$ cat src/inc/adccc_pkg.sv
package adccc_pkg;
	// conversion timing on the internal conversion clock
	localparam int CONV_TIME_NS = 1000;
	localparam int CLK_PERIOD_NS = 8;
	localparam int CONV_CYCLES = (CONV_TIME_NS + CLK_PERIOD_NS - 1) / CLK_PERIOD_NS;
	localparam int NUM_CHANNELS = 4;
	localparam int SAMPLE_WIDTH = 16;
	// io mode encodings
	localparam logic MODE_SINGLE_ENDED = 1'b0;
	localparam logic MODE_DIFFERENTIAL = 1'b1;
	// conversion sequencer states
	typedef enum logic [1:0] {
		ADCCC_IDLE,
		ADCCC_CONVERT,
		ADCCC_POWERED_DOWN
	} adccc_state_e;
endpackage : adccc_pkg

$ cat src/hdl/adccc_edge_detect.sv
`timescale 1ns/1ps
// rising edge detector for synchronous inputs
module adccc_edge_detect (
	input wire logic clk_in,
	input wire logic srst_in,
	input wire logic level_in,
	output logic rise_out
);
	logic prev;
	logic next_prev;

	// remember last level; reset low so a high level at release counts as edge
	always_comb begin
		next_prev = level_in;
	end

	always_ff @(posedge clk_in) begin
		if (srst_in) begin
			prev <= 1'b0;
		end else begin
			prev <= next_prev;
		end
	end

	assign rise_out = level_in & ~prev;
endmodule : adccc_edge_detect

$ cat src/hdl/adccc_conversion_control.sv
`timescale 1ns/1ps
module adccc_conversion_control
	import adccc_pkg::*;
#(
	parameter int CONV_CYCLES_P = CONV_CYCLES,
	parameter int CHANNELS_P = NUM_CHANNELS,
	parameter int WIDTH_P = SAMPLE_WIDTH
) (
	input wire logic clk_in,
	input wire logic srst_in,
	input wire logic convert_strobe_in,
	input wire logic power_down_in,
	input wire logic chip_select_n_in,
	input wire logic mode_strap_in,
	input wire logic [CHANNELS_P*WIDTH_P-1:0] channel_data_in,
	output logic busy_out,
	output logic hold_out,
	output logic powered_down_out,
	output logic global_reset_out,
	output logic differential_mode_out,
	output logic [CHANNELS_P*WIDTH_P-1:0] sample_out,
	output logic conversion_done_out
);
	localparam int CW = $clog2(CONV_CYCLES_P + 1);

	initial begin
		if (CONV_CYCLES_P < 1 || CHANNELS_P < 1 || WIDTH_P < 1) begin
			$error("adccc_conversion_control: bad parameter");
		end
	end

	////////////////////////////////////////////////////////////////////////
	// edge detection

	logic cnv_rise;
	logic pd_rise;

	// chip select deliberately not used for the strobe
	adccc_edge_detect u_cnv_edge (
		.clk_in(clk_in),
		.srst_in(srst_in),
		.level_in(convert_strobe_in),
		.rise_out(cnv_rise)
	);

	// only srst clears the history: power-down is still high after a global reset,
	// and clearing it then would fake a rise and re-arm the pairing
	adccc_edge_detect u_pd_edge (
		.clk_in(clk_in),
		.srst_in(srst_in),
		.level_in(power_down_in),
		.rise_out(pd_rise)
	);

	////////////////////////////////////////////////////////////////////////
	// sequencer

	adccc_state_e state;
	adccc_state_e next_state;
	logic [CW-1:0] count;
	logic [CW-1:0] next_count;
	logic pd_armed;
	logic next_pd_armed;
	logic greset;
	logic next_greset;
	logic done;
	logic next_done;
	logic [CHANNELS_P*WIDTH_P-1:0] sample;
	logic [CHANNELS_P*WIDTH_P-1:0] next_sample;
	logic mode;
	logic next_mode;
	logic mode_valid;
	logic next_mode_valid;

	always_comb begin
		next_state = state;
		next_count = count;
		next_pd_armed = pd_armed;
		next_greset = 1'b0;
		next_done = 1'b0;
		next_sample = sample;
		next_mode = mode;
		next_mode_valid = 1'b1;
		// strap caught once after reset release
		if (!mode_valid) begin
			next_mode = mode_strap_in;
		end
		// second pulse without a conversion between: global reset
		if (pd_rise) begin
			if (pd_armed) begin
				next_greset = 1'b1;
				next_pd_armed = 1'b0;
			end else begin
				next_pd_armed = 1'b1;
			end
		end
		case (state)
			ADCCC_IDLE: begin
				if (power_down_in) begin
					next_state = ADCCC_POWERED_DOWN;
				end else if (cnv_rise) begin
					// all channels frozen together
					next_state = ADCCC_CONVERT;
					next_count = CW'(CONV_CYCLES_P);
					next_sample = channel_data_in;
					next_pd_armed = 1'b0;
				end
			end
			ADCCC_CONVERT: begin
				// strobe edges dropped while converting
				if (count == CW'(1)) begin
					next_done = 1'b1;
					next_state = power_down_in ? ADCCC_POWERED_DOWN : ADCCC_IDLE;
				end
				next_count = count - CW'(1);
			end
			ADCCC_POWERED_DOWN: begin
				if (!power_down_in) begin
					next_state = ADCCC_IDLE; // strobes ignored until here
				end
			end
			default: next_state = ADCCC_IDLE;
		endcase
	end

	// global reset pulse acts like srst on all control state except the edge detector histories
	always_ff @(posedge clk_in) begin
		if (srst_in || greset) begin
			state <= ADCCC_IDLE;
			count <= '0;
			pd_armed <= 1'b0;
			done <= 1'b0;
			sample <= '0;
			mode_valid <= 1'b0;
			mode <= MODE_SINGLE_ENDED;
		end else begin
			state <= next_state;
			count <= next_count;
			pd_armed <= next_pd_armed;
			done <= next_done;
			sample <= next_sample;
			mode_valid <= next_mode_valid;
			mode <= next_mode;
		end
		greset <= srst_in ? 1'b0 : next_greset;
	end

	////////////////////////////////////////////////////////////////////////
	// outputs

	assign busy_out = (state == ADCCC_CONVERT);
	assign hold_out = (state == ADCCC_CONVERT);
	assign powered_down_out = (state == ADCCC_POWERED_DOWN);
	assign global_reset_out = greset;
	assign differential_mode_out = (mode == MODE_DIFFERENTIAL);
	assign sample_out = sample;
	assign conversion_done_out = done;

	////////////////////////////////////////////////////////////////////////
	// checks

	// busy length counter for the checks; a repetition cannot follow the parameter
	logic [CW-1:0] busy_run;
	logic [CW-1:0] next_busy_run;

	always_comb begin
		next_busy_run = '0;
		if (busy_out) begin
			next_busy_run = busy_run + CW'(1);
		end
	end

	always_ff @(posedge clk_in) begin
		if (srst_in || greset) begin
			busy_run <= '0;
		end else begin
			busy_run <= next_busy_run;
		end
	end
endmodule : adccc_conversion_control

$ cat config.mk
export PLATFORM = sky130hd
export DESIGN_NAME = adccc_conversion_control
export DESIGN_NICKNAME = d
export VERILOG_FILES = /design/src/inc/adccc_pkg.sv /design/src/hdl/adccc_edge_detect.sv /design/src/hdl/adccc_conversion_control.sv
export SDC_FILE = /design/constraint.sdc
export NUM_CORES = 1
export LEC_CHECK = 0
export ABC_CLOCK_PERIOD_IN_PS = 1900
export BUFFER_PORTS_ARGS = -buffer_cell sky130_fd_sc_hd__buf_4
export CORE_ASPECT_RATIO = 0.8
export CORE_MARGIN = 2
export CORE_UTILIZATION = 35
export CTS_BUF_LIST = sky130_fd_sc_hd__clkbuf_4 sky130_fd_sc_hd__clkbuf_8 sky130_fd_sc_hd__clkbuf_16
export CTS_CLUSTER_DIAMETER = 80
export CTS_CLUSTER_SIZE = 25
export DETAILED_ROUTE_END_ITERATION = 7
export HOLD_SLACK_MARGIN = 0.1
export PLACE_DENSITY = 0.71
export RECOVER_POWER = 100
export SLEW_MARGIN = 20
export SYNTH_ARGS = -nofsm -noshare
export SYNTH_HDL_FRONTEND = slang
export SYNTH_SLANG_ARGS = --single-unit
$ cat constraint.sdc
create_clock -name clk_in -period 1.9 [get_ports clk_in]
set_input_delay 0.095 -clock clk_in [delete_from_list [all_inputs] [get_ports clk_in]]
set_output_delay 0.095 -clock clk_in [all_outputs]
set_load 0.01 [all_outputs]
==> results by group <==
Run status
  – Status: completed

Yosys
  – Area leader, netlist: dfxtp_1
  – Synth top area share: 55.5%
  – Synth warnings: 0
  – Number of instances in the synthesized netlist: 353
  – Synth async-reset ratio: 0%
  – Avg Cell Area, Syn: between 8 and 9 um^2
  – Top cells by count, synth: nand2_1, dfxtp_1, a21oi_1
  – Count leader, synth: nand2_1
  – Post-synth EDFFs: 0
  – Synth top area cells: dfxtp_1, nand2_1, a21oi_1
  – Ys flop type: dfxtp_1
  – Post-Syn Area: 2890 um^2
  – Sequential fraction of the synthesis area: between 50 and 60%
  – Distinct cells, synth: 32
  – Synthesized Nets: 425
  – Yosys reg bits: 80

Cells and area
  – Nets: approximately 620
  – Non-Filler Instances: 663
  – Antenna diodes: 0
  – Area grow syn2layout: 61.5%
  – Layout cell share with drive strength beyond 1: 17.5%

Floorplan
  – Die Ht: 85.2 um
  – Io pins: 140
  – Starting Density: 36.1%
  – DIE AREA: between 8000 and 9000 um^2
  – Die W: 106 um
  – Row count: 29
  – CORE AREA: 7980 um^2

STA
  – Slew Viols, Final: 0
  – RSZ-0062 raised after global routing: yes
  – Final setup viols: 0
  – Final Cycle Share: between 90% and 100%
  – Clk_skew: 0.0103 ns
  – Fmax: 532 MHz
  – Minimum clock period: between 1.5 and 2 ns
  – Final setup TNS: 0 ns
  – Worst hold margin: 0.456 ns
  – Relative slew slack: 71.1%
  – Slew at the pin with the worst max-slew slack: 0.433 ns
  – Final Hold Viols: 0

Job
  – Max-cap violations: 0

Global routing
  – Overflow after GRT: 0
  – Largest net degree at the start of global routing: 41
  – Vias in the first global route: 2916
  – Initial antenna violation count: 0
  – All-layer global routing usage: 19.0%
  – Global-route wire length before repair: 13500 um

Clocking
  – TritonCTS Sinks: 80
  – TritonCTS buffer count: 9
  – Root Driver: clkbuf_8
  – CTS tree: built
  – Htree depth: 3
  – CTS Buffer Depth: 2
  – Clock Pin Slew Worst Setup and Hold Paths: about 0.08 ns
  – Post-CTS setup buffer count: 0
  – Later-pin clock latency in the skew report: 0.35 ns

Critical path
  – Kind of critical path: input pin to flop
  – Crit-path slowest cell: dlygate4sd3_1
  – Crit path max fanout: 40
  – Arrival time at the worst endpoint: between 2 and 2.5 ns
  – Worst Setup End Kind: flop
  – Worst EP required: 2.12 ns
  – Crit start category: input pin
  – Worst-path cell chain: dlygate4sd3_1 -> buf_4 -> or3b_4 -> or3_2 -> buf_8 -> nand2_1 -> a21oi_1
  – Worst stage delay on the critical path: 0.55 ns

Route
  – Wire per inst: 12.9 um
  – Routed via count: 3055
  – Routed wire length: 8570 um
  – ANT nets after route: 0
  – Via-to-Cell Ratio: 4.61
  – DR iter-0 viols: 84
  – # DRC: 0
  – Detailed Routing Iterations Pass 1: 4

Placement
  – GPL Wtd Cong: 0.748
  – Placed insts: 580
  – Number of buffers added on ports: 138
  – HPWL Detailed: 5110 um

Power
  – Pleak: 1.83 nW
  – Peak VDD IR: about 0.47 mV
  – PwrDens: 803 nW/um^2

Worst hold path
  – Min-Delay Path Class: flop to flop
-- flip-flops by register name, summed over array words and instances, names as in the netlist --
signal,flops
conversion_done_out,1
count,7
differential_mode_out,1
global_reset_out,1
mode_valid,1
pd_armed,1
sample_out,64
state,2
u_cnv_edge.prev,1
u_pd_edge.prev,1
-- cell type report --
| cell class | instances | area [um^2] |
|---|---|---|
| Fill cell | 760 | 3320 |
| Sequential cell | 80 | 1600 |
| Timing Repair Buffer | 214 | 1550 |
| Multi-Input combinational cell | 241 | 1140 |
| Clock buffer | 10 | 138 |
| Tap cell | 108 | 135 |
| Clock inverter | 4 | 70.1 |
| Inverter | 6 | 22.5 |
-- placed cells by master, fill, tap and decap left out, types with 2 or more instances in the layout --
cell type | netlist | layout
nor4_1 | 2 | 2
clkinv_2 | 0 | 2
inv_1 | 6 | 6
nor3_1 | 4 | 3
bufinv_16 | 0 | 2
dfxtp_1 | 80 | 80
o211ai_1 | 2 | 2
buf_4 | 1 | 75
xor2_1 | 4 | 4
nor2_1 | 5 | 5
dlygate4sd3_1 | 0 | 69
nand2_1 | 128 | 128
nor2b_1 | 5 | 5
clkbuf_8 | 0 | 10
a21oi_1 | 69 | 69
ha_1 | 2 | 2
mux2i_1 | 2 | 2
o21ai_0 | 4 | 4
clkbuf_1 | 9 | 67
-- critical path, delay by kind of cell --
family                 cells  cell delay, ns
AO/OA/AOI/OAI              1            0.07
buffers and inverters      3            0.92
AND/OR/NAND/NOR            3            0.99
-- through the flow --
stage,power (mW),utilization [%],setup WS [ns],cell area [um^2]
detailed placement,2.36,50.1,0.155,4000
floorplan,2.10,-,0.310,2890
global placement,2.34,50.1,0.199,4000
CTS,3.82,61.3,0.0154,4890
finish,3.74,58.4,0.0192,4660
global route,3.93,58.4,-0.00758,4660
-- logic make-up (layout without fill, tap and decap cells) --
logic type,Yosys count,count (layout),synth area share [%]
simple gates,153,153,21.8
buf+inv,32,234,5.33
mux,2,2,0.694
compound gates,79,79,14.3
xor+xnor,5,5,1.52
fa+ha+maj,2,2,0.867
flops,80,80,55.5
-- where the power goes --
part | internal [mW] | switching [mW]
Sequential | 1.76 | 0.0567
Clock | 0.757 | 0.585
Combinational | 0.311 | 0.271
Total | 2.83 | 0.913
-- repair_timing --
item                                   CTS  global route
endpoints found under the hold margin   69             0
setup endpoints to repair                0            59
hold buffers                            69             0
resized for setup                        0             4
-- path summary, 6_finish.rpt --
check,from,to,slack (ns),cells after the start
setup / recovery,power_down_in,sample_out[43]$_SDFFE_PP0P_,0.02,7
hold / removal,sample_out[52]$_SDFFE_PP0P_,sample_out[52]$_SDFFE_PP0P_,0.46,2
setup reg to reg,u_cnv_edge.prev$_SDFF_PP0_,sample_out[43]$_SDFFE_PP0P_,0.18,5
hold reg to reg,sample_out[52]$_SDFFE_PP0P_,sample_out[52]$_SDFFE_PP0P_,0.46,2
-- routing by layer --
metal  wire [um]  track usage, %  vias up
met4         120            5.62        0
met3         506            6.99       12
met2        4310            34.0       88
met1        3640            21.2     1413
li1            -               -     1542
met5           0               0        -
No activity file was read; power rests on OpenSTA's default activity.
